**src/rtl/txenc_pkg.sv**
```systemverilog
// shared constants for the transmit line encoder path
package txenc_pkg;

    // ----------------------------------------------------------------
    // register map
    // ----------------------------------------------------------------
    localparam int ADDR_W = 8;
    localparam int DATA_W = 32;
    localparam logic [7:0] REG_CTRL = 8'h00;
    localparam logic [7:0] REG_STATUS = 8'h04;
    localparam logic [31:0] CTRL_RESET = 32'h0000_0000;
    localparam int CTRL_SINGLE_BIT = 0;
    localparam int CTRL_LEVEL_BIT = 1;
    localparam int CTRL_RATE_LSB = 2;
    localparam int STAT_SINGLE_BIT = 0;
    localparam int STAT_BO_EN_BIT = 1;
    localparam int STAT_RATE_LSB = 2;
    localparam int STAT_OVERRUN_BIT = 4;
    localparam int STAT_HOST_BIT = 5;
    localparam int STAT_LEVEL_LSB = 8;

    // ----------------------------------------------------------------
    // line rates and coding
    // ----------------------------------------------------------------
    typedef enum logic [1:0] {
        RATE_E3 = 2'h0,
        RATE_DS3 = 2'h1,
        RATE_STS1 = 2'h2
    } txenc_rate_t;

    localparam int RUN_B3ZS = 3;
    localparam int RUN_HDB3 = 4;
    localparam int FIFO_DEPTH = 32;
    localparam int FIFO_WIDTH = 2;
    localparam logic LAST_POS_RESET = 1'b0;
    localparam logic PARITY_RESET = 1'b0;

endpackage

```
**src/rtl/txenc_fifo.sv**
```systemverilog
// small fifo with registered read data
`timescale 1ns/1ps
module txenc_fifo #(
    parameter int WIDTH = 2,
    parameter int DEPTH = 32
) (
    // clock and reset
    input wire logic clk,
    input wire logic rst_n,
    // fill side
    input wire logic in_valid,
    input wire logic [WIDTH-1:0] in_data,
    output logic in_ready,
    // drain side
    output logic out_valid,
    output logic [WIDTH-1:0] out_data,
    input wire logic out_ready,
    // occupancy of the memory
    output logic [$clog2(DEPTH):0] level
);
    localparam int AW = $clog2(DEPTH);

    initial
    begin
        if (DEPTH < 2 || (1 << AW) != DEPTH)
            $error("fifo depth must be a power of two, at least 2");
    end

    logic [WIDTH-1:0] mem [DEPTH];
    logic [AW-1:0] wr_ptr;
    logic [AW-1:0] rd_ptr;
    logic [AW:0] count;

    wire push = in_valid && in_ready;
    wire load = (count != '0) && (!out_valid || out_ready);

    assign in_ready = (count != DEPTH[AW:0]);
    assign level = count;

    always_ff @(posedge clk)
    begin
        if (push)
            mem[wr_ptr] <= in_data;
    end

    always_ff @(posedge clk or negedge rst_n)
    begin
        if (!rst_n)
        begin
            wr_ptr <= '0;
            rd_ptr <= '0;
            count <= '0;
            out_valid <= 1'b0;
            out_data <= '0;
        end
        else
        begin
            if (push)
                wr_ptr <= wr_ptr + 1'b1;
            if (load)
            begin
                rd_ptr <= rd_ptr + 1'b1;
                out_data <= mem[rd_ptr];
                out_valid <= 1'b1;
            end
            else if (out_ready)
                out_valid <= 1'b0;
            count <= count + {{AW{1'b0}}, push} - {{AW{1'b0}}, load};
        end
    end
endmodule // txenc_fifo

```
**src/rtl/txenc_top.sv**
```systemverilog
// transmit path: rail capture, B3ZS/HDB3 encoder, build-out control
//
// Notes on behaviour
// - each channel picks E3, DS3 or STS-1 from its strap pins or, in host mode, its register.
// - single-rail NRZ is chosen by a high format pin or, in host mode, control bit 0 set.
// - a low format pin or control bit 0 clear selects dual-rail positive and negative inputs.
// - the encoder works only in single-rail and is off whenever dual-rail is chosen.
// - single-rail uses B3ZS at DS3 or STS-1 and HDB3 at E3.
// - marks alternate in polarity, and a violation pulse repeats the previous polarity.
// - B3ZS replaces three zeros with B0V or 00V so an odd count of pulses sits between violations.
// - HDB3 replaces four zeros with 000V or B00V so an odd count of pulses sits between violations.
// - in dual-rail any violation in the rails goes out as ordinary pulses.
// - at DS3 or STS-1 build-out is on for a low level pin or bit, off for a high one.
// - at E3 build-out is always off.
// - data is taken on the falling edge of the line clock and launched on its rising edge.
//
// The plain strobed port and the placing of the registers are this design's own decisions.
`timescale 1ns/1ps
module txenc_top
    import txenc_pkg::*;
(
    // clock and reset
    input wire logic mclk,
    input wire logic rst_n,
    // register port
    input wire logic [ADDR_W-1:0] reg_addr,
    input wire logic [DATA_W-1:0] reg_wdata,
    input wire logic reg_wr,
    input wire logic reg_rd,
    output logic [DATA_W-1:0] reg_rdata,
    // strap pins
    input wire logic host_mode,
    input wire logic rail_format_select,
    input wire logic build_out_level,
    input wire logic [1:0] rate_select,
    // link from framer
    input wire logic tx_line_clock,
    input wire logic pos_tx_data_in,
    input wire logic neg_tx_data_in,
    // line side
    output logic line_out_tip,
    output logic line_out_ring,
    output logic build_out_enable,
    output logic capture_ready
);
    // ----------------------------------------------------------------
    // reset release and pin synchronisers
    // ----------------------------------------------------------------
    logic [1:0] rst_pipe;
    logic rst_sync;
    logic [7:0] pin_s1;
    logic [7:0] pin_s2;
    logic clk_q;

    always_ff @(posedge mclk or negedge rst_n)
    begin
        if (!rst_n)
            rst_pipe <= 2'h0;
        else
            rst_pipe <= {rst_pipe[0], 1'b1};
    end
    assign rst_sync = rst_pipe[1];

    always_ff @(posedge mclk or negedge rst_sync)
    begin
        if (!rst_sync)
        begin
            pin_s1 <= 8'h00;
            pin_s2 <= 8'h00;
            clk_q <= 1'b0;
        end
        else
        begin
            pin_s1 <= {host_mode, rail_format_select, build_out_level, rate_select,
                       tx_line_clock, pos_tx_data_in, neg_tx_data_in};
            pin_s2 <= pin_s1;
            clk_q <= pin_s2[2];
        end
    end

    wire hw_host = pin_s2[7];
    wire hw_single = pin_s2[6];
    wire hw_level = pin_s2[5];
    wire [1:0] hw_rate = pin_s2[4:3];
    wire lclk = pin_s2[2];
    wire pos_in = pin_s2[1];
    wire neg_in = pin_s2[0];
    wire fall_edge = clk_q && !lclk;
    wire rise_edge = !clk_q && lclk;

    // ----------------------------------------------------------------
    // registers and effective configuration
    // ----------------------------------------------------------------
    logic [DATA_W-1:0] ctrl;
    logic overrun;
    logic [$clog2(FIFO_DEPTH):0] fifo_level;
    logic fifo_in_ready;

    wire sel_ctrl = (reg_addr == REG_CTRL);
    wire sel_stat = (reg_addr == REG_STATUS);
    wire single_rail = hw_host ? ctrl[CTRL_SINGLE_BIT] : hw_single;
    wire level_eff = hw_host ? ctrl[CTRL_LEVEL_BIT] : hw_level;
    wire [1:0] rate_raw = hw_host ? ctrl[CTRL_RATE_LSB +: 2] : hw_rate;
    wire is_e3 = (rate_raw == RATE_E3);
    wire bo_next = !is_e3 && !level_eff;
    wire enc_on = single_rail;
    wire [2:0] run_len = is_e3 ? 3'(RUN_HDB3) : 3'(RUN_B3ZS);
    wire overrun_set = fall_edge && !fifo_in_ready;
    wire overrun_clr = reg_wr && sel_stat && reg_wdata[STAT_OVERRUN_BIT];

    wire [DATA_W-1:0] stat_word = DATA_W'({fifo_level, 2'h0, hw_host, overrun,
                                           rate_raw, bo_next, single_rail});
    wire [DATA_W-1:0] rd_mux = sel_ctrl ? ctrl : (sel_stat ? stat_word : '0);

    always_ff @(posedge mclk or negedge rst_sync)
    begin
        if (!rst_sync)
        begin
            ctrl <= CTRL_RESET;
            overrun <= 1'b0;
            reg_rdata <= '0;
            build_out_enable <= 1'b0;
            capture_ready <= 1'b0;
        end
        else
        begin
            if (reg_wr && sel_ctrl)
                ctrl <= {28'h0, reg_wdata[3:0]};
            // a new overrun wins over a clear in the same cycle
            if (overrun_set)
                overrun <= 1'b1;
            else if (overrun_clr)
                overrun <= 1'b0;
            reg_rdata <= reg_rd ? rd_mux : '0;
            build_out_enable <= bo_next;
            capture_ready <= fifo_in_ready;
        end
    end

    // ----------------------------------------------------------------
    // capture buffer between falling and rising edges
    // ----------------------------------------------------------------
    logic fifo_out_valid;
    logic [FIFO_WIDTH-1:0] fifo_out_data;

    txenc_fifo #(
        .WIDTH(FIFO_WIDTH),
        .DEPTH(FIFO_DEPTH)
    ) u_fifo (
        .clk(mclk),
        .rst_n(rst_sync),
        .in_valid(fall_edge),
        .in_data({pos_in, neg_in}),
        .in_ready(fifo_in_ready),
        .out_valid(fifo_out_valid),
        .out_data(fifo_out_data),
        .out_ready(rise_edge),
        .level(fifo_level)
    );

    // underrun sends spaces
    wire new_p = fifo_out_valid && fifo_out_data[1];
    // framer holds the negative rail low in single-rail, so it is unused there
    wire new_n = fifo_out_valid && fifo_out_data[0] && !single_rail;

    // ----------------------------------------------------------------
    // encoder delay line and substitution
    // ----------------------------------------------------------------
    logic [3:0] pipe_p;
    logic [3:0] pipe_n;
    logic [3:0] tag_b;
    logic [3:0] tag_v;
    // slots holding framer data; reset fill and underrun spaces start no run
    logic [3:0] pipe_d;
    logic last_pos;
    logic parity;

    function automatic logic run_free(input logic [3:0] busy, input logic [2:0] len);
        run_free = (len == 3'(RUN_HDB3)) ? (busy == 4'h0) : (busy[2:0] == 3'h0);
    endfunction

    // slot run_len-1, the oldest only at E3, leaves the delay line at each rising edge
    wire [1:0] out_idx = 2'(run_len - 3'h1);
    wire emit_p = pipe_p[out_idx];
    wire emit_n = pipe_n[out_idx];
    wire emit_b = tag_b[out_idx];
    wire emit_v = tag_v[out_idx];
    wire emit_mark = enc_on && (emit_p || emit_b) && !emit_v;
    wire next_parity = emit_v ? 1'b0 : (parity ^ emit_mark);
    wire [3:0] shift_p = {pipe_p[2:0], new_p};
    wire [3:0] busy_win = {pipe_p[2:0] | tag_b[2:0] | tag_v[2:0] | ~pipe_d[2:0],
                           new_p || !fifo_out_valid};
    wire hit = enc_on && run_free(busy_win, run_len);
    wire put_b = hit && !next_parity;
    wire [3:0] b_mask = 4'h1 << out_idx;
    wire [3:0] shift_b = hit ? ({tag_b[2:0], 1'b0} | (put_b ? b_mask : 4'h0))
                             : {tag_b[2:0], 1'b0};
    wire [3:0] shift_v = {tag_v[2:0], hit};

    // line polarity of the leaving slot
    wire next_tip = enc_on ? ((emit_mark && !last_pos) || (emit_v && last_pos))
                           : emit_p;
    wire next_ring = enc_on ? ((emit_mark && last_pos) || (emit_v && !last_pos))
                            : (emit_n && !emit_p);
    wire next_last = (emit_mark || emit_v) ? next_tip : last_pos;

    always_ff @(posedge mclk or negedge rst_sync)
    begin
        if (!rst_sync)
        begin
            pipe_p <= 4'h0;
            pipe_n <= 4'h0;
            tag_b <= 4'h0;
            tag_v <= 4'h0;
            pipe_d <= 4'h0;
            last_pos <= LAST_POS_RESET;
            parity <= PARITY_RESET;
            line_out_tip <= 1'b0;
            line_out_ring <= 1'b0;
        end
        else if (rise_edge)
        begin
            pipe_p <= shift_p;
            pipe_n <= {pipe_n[2:0], new_n};
            tag_b <= shift_b;
            tag_v <= shift_v;
            pipe_d <= {pipe_d[2:0], fifo_out_valid};
            last_pos <= next_last;
            parity <= next_parity;
            line_out_tip <= next_tip;
            line_out_ring <= next_ring;
        end
    end
endmodule // txenc_top

```
**config.mk**
```make
export PLATFORM = sky130hd
export DESIGN_NAME = txenc_top
export DESIGN_NICKNAME = d
export VERILOG_FILES = /design/src/rtl/txenc_pkg.sv /design/src/rtl/txenc_fifo.sv /design/src/rtl/txenc_top.sv
export SDC_FILE = /design/constraint.sdc
export NUM_CORES = 1
export LEC_CHECK = 0
export CAP_MARGIN = 5
export CORE_UTILIZATION = 57
export DETAILED_ROUTE_END_ITERATION = 8
export DONT_BUFFER_PORTS = 1
export PLACE_DENSITY = 0.75
export SETUP_SLACK_MARGIN = 0.05
export SKIP_LAST_GASP = 1
export SLEW_MARGIN = 5
export SYNTH_ARGS = -nofsm -noshare
export SYNTH_HDL_FRONTEND = slang
export SYNTH_HIERARCHICAL = 1
export SYNTH_SLANG_ARGS = --single-unit
```
**constraint.sdc**
```tcl
create_clock -name mclk -period 2.5 [get_ports mclk]
set_input_delay 0.375 -clock mclk [delete_from_list [all_inputs] [get_ports mclk]]
set_output_delay 0.375 -clock mclk [all_outputs]
set_load 0.1 [all_outputs]
```
==> results.yml, run 1 <==
yosys:
  synth_top_flop_cell: "dfrtp_1"
  synth.distinct_cells: 61
  synthCells: 479
  yosys_warnings: 6
  netlist_top_cells_count: "dfrtp_1 (79), edfxtp_1 (64), nand2_1 (51), nor2_1 (48), inv_1 (21)"
  synth_mux_area_share_pct: 8.050
  synth_edf_count: 64
  ys_async_sr_fraction_pct: 55.24
  seq_area_frac_synth_pct: 62.71
  synthAdderAreaFrac_pct: 3.139
  synth_seq_cells: 143
  synth_area_leader_cell: "dfrtp_1"
  synth_top_family_by_area: "simple AND/OR/NAND/NOR gates"
  post-synth-top-count-cell: "dfrtp_1"
  synth_top_area_share_pct: 31.80
  synth-compound-area-share_pct: 5.393
  netlist_top_cells_area: "dfrtp_1 (32%), edfxtp_1 (31%), mux2i_1 (3.2%), nand2_1 (3.1%), nor2_1 (2.9%)"
  synth_area_per_cell_sq_um: 12.98
  synthXorXnorAreaFrac_pct: 1.550
  syn_area_sq_um: 6217
  synth-simple-area-share_pct: 13.64
critical_path:
  start_kind: "flip-flop"
  cp_num_buf_inv: 2
  r2r_cells: 11
  path_cells: "inv_2 > ha_4 > and4bb_2 > nor2_4 > ha_4 > inv_2 > ha_4 > a21o_1 > a21o_1 > a21o_1 > a311oi_2"
  worst_path_max_delay_cell: "dfrtp_1"
  max_stage_delay_ps: 400
  required_ps: 2930
  crit_type: "flip-flop to flip-flop"
  arrival_ps: 2810
  worstSetupPathDepth: 11
  path_max_fanout: 3
  cp-end-kind: "flip-flop"
  crit_family: "compound AO/OA/AOI/OAI gates"
timing:
  whs_ps: 42.66
  hold_viol: 0
  clock.fmax_mhz: 419.8
  rsz0062_at_grt: "no"
  drv_slew: 0
  finalSetupTns_ps: 0
  max_slew.worst_pin.slew_ps: 953.1
  fin_crit_ps: 2382
  finalCritPeriodShare_pct: 95.28
  slew_headroom_pct: 36.46
  skew_ps: 9.506
  final-setup-viol-count: 0
final_layout:
  seq_area_sq_um: 3902
  num_antenna_cells: 0
  syn_to_final_growth_pct: 14.65
  multiInputGateArea_sq_um: 2140
  layoutNonFillerInstCount: 666
  nFillCells: 711
  layout.nets: 584
  fin_area_sq_um: 7128
  drive_gt1_share_pct: 16.42
placement:
  numPortBuffers: 0
  place.gp.congestion: 0.8014
  dpl_cell_area_sq_um: 6337
  dp_cells: 612
  dpl.hpwl_um: 7160
clock_tree:
  clock_sinks: 143
  path_clk_slew_ps: 60
  clock_latency_ps: 530
  clockRootBuffer: "clkbuf_8"
  clockBufferDepth: 2
  cts_tree: "yes"
  cts_made_buffers: 17
  htreeDepth: 4
pwr:
  vdd_ir_drop_max_uv: 925.8
  p_leak_nw: 2.927
  power_density_nw_per_um2: 1037
detailed_routing:
  wl_per_cell_um: 17.26
  viasPerCell: 5.533
  drc_errors: 0
  firstDrtPassIters: 4
  final_antenna_net_count: 0
  drt-total-wl_um: 11490
  via_count: 3685
  drt-initial-drc-count: 226
floorplan:
  pin_count: 88
  initial_core_util_pct: 59.42
  rows: 37
  core-area_sq_um: 10460
  die-area_sq_um: 11330
  die_x_um: 106.4
  die_h_um: 106.4
global_route:
  overflow: 0
  grt_usage_pct: 21.89
  antenna_found_initial: 0
  grt_pass1_wl_um: 18240
  grt_max_degree: 78
  grt_pass1_vias: 3733
min_path:
  min_path_type: "input pin to flip-flop"
  hold_depth: 2
flow_run:
  maxCapViolCount: 0
run_status:
  status: "finished clean"
==> cell type report <==
type,count,area share [%]
clock buffers,20,6.108
clock inverters,12,1.229
inverters,22,1.229
multi-input cells,297,30.02
flip-flops and latches,143,54.75
well taps,136,2.387
repair buffers,36,4.283
==> path summary, 6_finish.rpt <==
path	startpoint	end	slack [ps]
worst max-delay path	u_fifo/level[2]	u_fifo/level[5]	120
worst min-delay path	reg_addr[2]	reg_rdata[0]	40
worst max register to register	u_fifo/level[2]	u_fifo/level[5]	120
worst min register to register	pin_s1[0]	pin_s2[0]	350
max in group asynchronous	rst_pipe[1]	u_fifo/wr_ptr[4]	1400
min in group asynchronous	rst_n	rst_pipe[1]	70
==> cells in the final DEF, fill, tap and decap left out, types with 8 or more instances in the layout <==
master and count:
nand2_1 51, o21ai_0 8, buf_4 22, clkbuf_16 16, mux2i_1 20, xnor2_1 9, ha_1 9, inv_1 14
dfrtp_1 78, dlygate4sd3_1 14, edfxtp_1 64, nor2_1 48, nand3_1 9, conb_1 21, and2_1 11, nand4_1 9
==> cell families after synthesis <==
logic type	count (synthesis)
adders and majority gates	15
DFF	143
buffers and inverters	58
AOI/OAI and AO/OA	46
xor gates and xnor gates	11
other	2
and+or+nand+nor	169
muxes	35
==> what timing repair did <==
action | 4_1_cts | 5_1_grt
hold endpoints to repair | 16 | 0
endpoints found under the setup margin | 2 | 2
pin swaps | 1 | 11
gates resized for setup | 1 | 17
buffers inserted | 1 | 7
hold buffers | 14 | 0
==> registers in the layout (all words and copies together), names as in the netlist, 2 cells and up <==
signal,cells
tag_b,3
reg_rdata,12
pin_s2,8
u_fifo/mem,64
u_fifo/wr_ptr,5
pipe_n,4
u_fifo/level,6
pipe_d,3
pin_s1,8
u_fifo/rd_ptr,5
u_fifo/out_data,2
rst_pipe,2
pipe_p,4
ctrl,4
tag_v,4
==> metal layers <==
| layer | wire length (um) | GRT usage (%) | vias up |
|---|---|---|---|
| met5 | 0 | 0 | - |
| met4 | 167 | 11.64 | 0 |
| met3 | 488 | 4.844 | 10 |
| met2 | 6031 | 37.20 | 93 |
| met1 | 4805 | 26.08 | 1849 |
| li1 | - | - | 1733 |
==> metrics by stage <==
stage                     worst slack (ps)  util (%)  power, mW
after floorplan                      40.53         -      4.591
after global placement               85.23     60.57      4.844
after detailed placement             7.302     60.57      4.931
after CTS                            59.55     67.01      7.189
after global routing                 24.39     68.13      7.754
final                                118.1     68.13      7.395
==> power by group <==
group	internal [mW]	switching (mW)
Combinational	0.936	1.03
Sequential	2.73	0.480
Clock	1.24	0.973
Note: power is estimated with default switching activity, not from simulation.
==> run 2: changes to the inputs <==
==> constraint.sdc (replaced) <==
create_clock -name mclk -period 2.5 [get_ports mclk]
set_input_delay 0.125 -clock mclk [delete_from_list [all_inputs] [get_ports mclk]]
set_output_delay 0.125 -clock mclk [all_outputs]
set_load 0.1 [all_outputs]
==> results.yml, run 2 (synthesized netlist as in run 1, its figures left out) <==
timing:
  max_slew.worst_pin.slew_ps: 970.1
  clock.fmax_mhz: 420.0
  drv_slew: 0
  fin_crit_ps: 2381
  final-setup-viol-count: 0
  skew_ps: 6.810
  rsz0062_at_grt: "no"
  finalSetupTns_ps: 0
  slew_headroom_pct: 35.33
  finalCritPeriodShare_pct: 95.23
  hold_viol: 0
global_route:
  overflow: 0
  use_met1_pct: 28.10
  grt_pass1_vias: 3855
  grt_use_met2_pct: 39.70
  grt_max_degree: 78
  grt_util_met3_pct: 6.928
  antenna_found_initial: 0
  grt_usage_pct: 23.34
  grt_pass1_wl_um: 19350
  grt.busiest_layer: "met2"
clock_tree:
  clockBufferDepth: 2
  path_clk_slew_ps: 60
  clock_latency_ps: 530
  clockRootBuffer: "clkbuf_8"
  htreeDepth: 4
  cts_tree: "yes"
  cts_made_buffers: 17
  clock_sinks: 143
critical_path:
  cp-end-kind: "flip-flop"
  path_max_fanout: 2
  crit_type: "flip-flop to flip-flop"
  arrival_ps: 2830
  start_kind: "flip-flop"
  required_ps: 2950
detailed_routing:
  drt-total-wl_um: 12180
  drc_errors: 0
  firstDrtPassIters: 4
  via_count: 3744
  final_antenna_net_count: 0
  wl_per_cell_um: 18.05
  viasPerCell: 5.547
  drt-initial-drc-count: 247
final_layout:
  layout.nets: 593
  reg_top3: "u_fifo/mem x64, reg_rdata x12"
  multiInputGateArea_sq_um: 2110
  nFillCells: 699
  mostFrequentLayoutCell: "dfrtp_1"
  layoutNonFillerInstCount: 675
  seq_area_sq_um: 3902
  num_antenna_cells: 0
  syn_to_final_growth_pct: 17.01
  final_cell_mix: "dfrtp_1 (78), edfxtp_1 (64), nand2_1 (51), nor2_1 (48), dlygate4sd3_1 (26)"
  largest-register: "u_fifo/mem"
  drive_gt1_share_pct: 14.66
  largest_reg_flops: 64
pwr:
  p_seq_share_pct: 41.5
  power_density_nw_per_um2: 1043
  switchingPower_mw: 2.396
  p_comb_share_pct: 25.0
  vdd_ir_drop_max_uv: 768.9
  internal-power_mw: 5.194
  p_sw_share_pct: 31.56
  power.share.clock_pct: 33.5
  p_leak_nw: 3.037
placement:
  dp_cells: 610
  place.gp.congestion: 0.8049
  numPortBuffers: 0
  dpl.hpwl_um: 7337
floorplan:
  pin_count: 88
  die_h_um: 106.4
  core-area_sq_um: 10460
  initial_core_util_pct: 59.42
  rows: 37
  die-area_sq_um: 11330
  die_x_um: 106.4
min_path:
  min_path_type: "input pin to flip-flop"
flow_run:
  maxCapViolCount: 0
run_status:
  status: "finished clean"
run 2: cell types whose count changed in the layout (fill, tap and decap cells not counted), sizes merged:
cell         previous run  this run
buf                    22        19
bufinv                  0         3
clkinv                  4         7
inv                    23        24
clkinvlp                7         0
dlygate4sd3            14        26
run 2: layout make-up:
| type | count | area share [%] |
|---|---|---|
| multi-input combinational | 297 | 29.00 |
| clock buffer | 20 | 6.140 |
| clock inverter | 12 | 2.133 |
| inverter | 22 | 1.204 |
| timing repair buffer | 45 | 5.538 |
| sequential | 143 | 53.65 |
| tap | 136 | 2.339 |
run 2: worst paths after layout:
check                                start                to  slack [ps]  cells after the start
setup / recovery           u_fifo/level[2]   u_fifo/level[4]         120                     13
hold reg to reg                  pin_s1[3]         pin_s2[3]         360                      0
setup reg to reg           u_fifo/level[2]   u_fifo/level[4]         120                     13
hold / removal                 reg_addr[4]      reg_rdata[5]         110                      4
min in group asynchronous            rst_n       rst_pipe[1]         390                      2
max in group asynchronous      rst_pipe[1]  u_fifo/wr_ptr[4]        1380                      0
run 2: stage by stage:
stage               hold WS, ps  area, sq um  util (%)  worst slack, ps  total power, mW
detailed placement       -170.6         6322     60.43            42.01            4.917
CTS                       87.45         7209     68.91            54.09            7.543
floorplan                -170.6         6325         -            40.53            4.591
global route              124.5         7274     69.53            23.83            7.964
global placement         -170.5         6322     60.43            107.5            4.824
finish                    107.6         7274     69.53            119.2            7.589
run 2: critical path: stages (launching register included):
cell      delay [ps]
dfrtp_1          370
inv_2             70
ha_4             170
and4bb_2         260
nor2_4           150
ha_4             220
inv_2             60
ha_4             130
inv_2             40
fa_2             390
inv_2             50
a21oi_1           50
o21bai_1         190
xor2_1           150
run 2: timing repair:
action	4_1_cts	5_1_grt
endpoints found under the hold margin	19	0
setup endpoints to repair	1	2
hold buffers	26	0
buffers inserted	3	4
pin swaps	1	7
resized for setup	1	11
run 2: layer usage:
layer | part of all wire [%] | vias up
met5 | 0 | -
met3 | 4.9 | 17
met4 | 1.4 | 0
met1 | 42 | 1854
met2 | 52 | 115
li1 | - | 1758
run 2: power by group through the flow:
| stage | sequential (mW) | combinational, mW | clock (mW) |
|---|---|---|---|
| after floorplan | 3.03 | 1.56 | 0 |
| after global placement | 3.16 | 1.66 | 0 |
| after detailed placement | 3.18 | 1.74 | 0 |
| after CTS | 3.13 | 1.82 | 2.59 |
| after global routing | 3.20 | 2.08 | 2.68 |
| final | 3.15 | 1.89 | 2.55 |
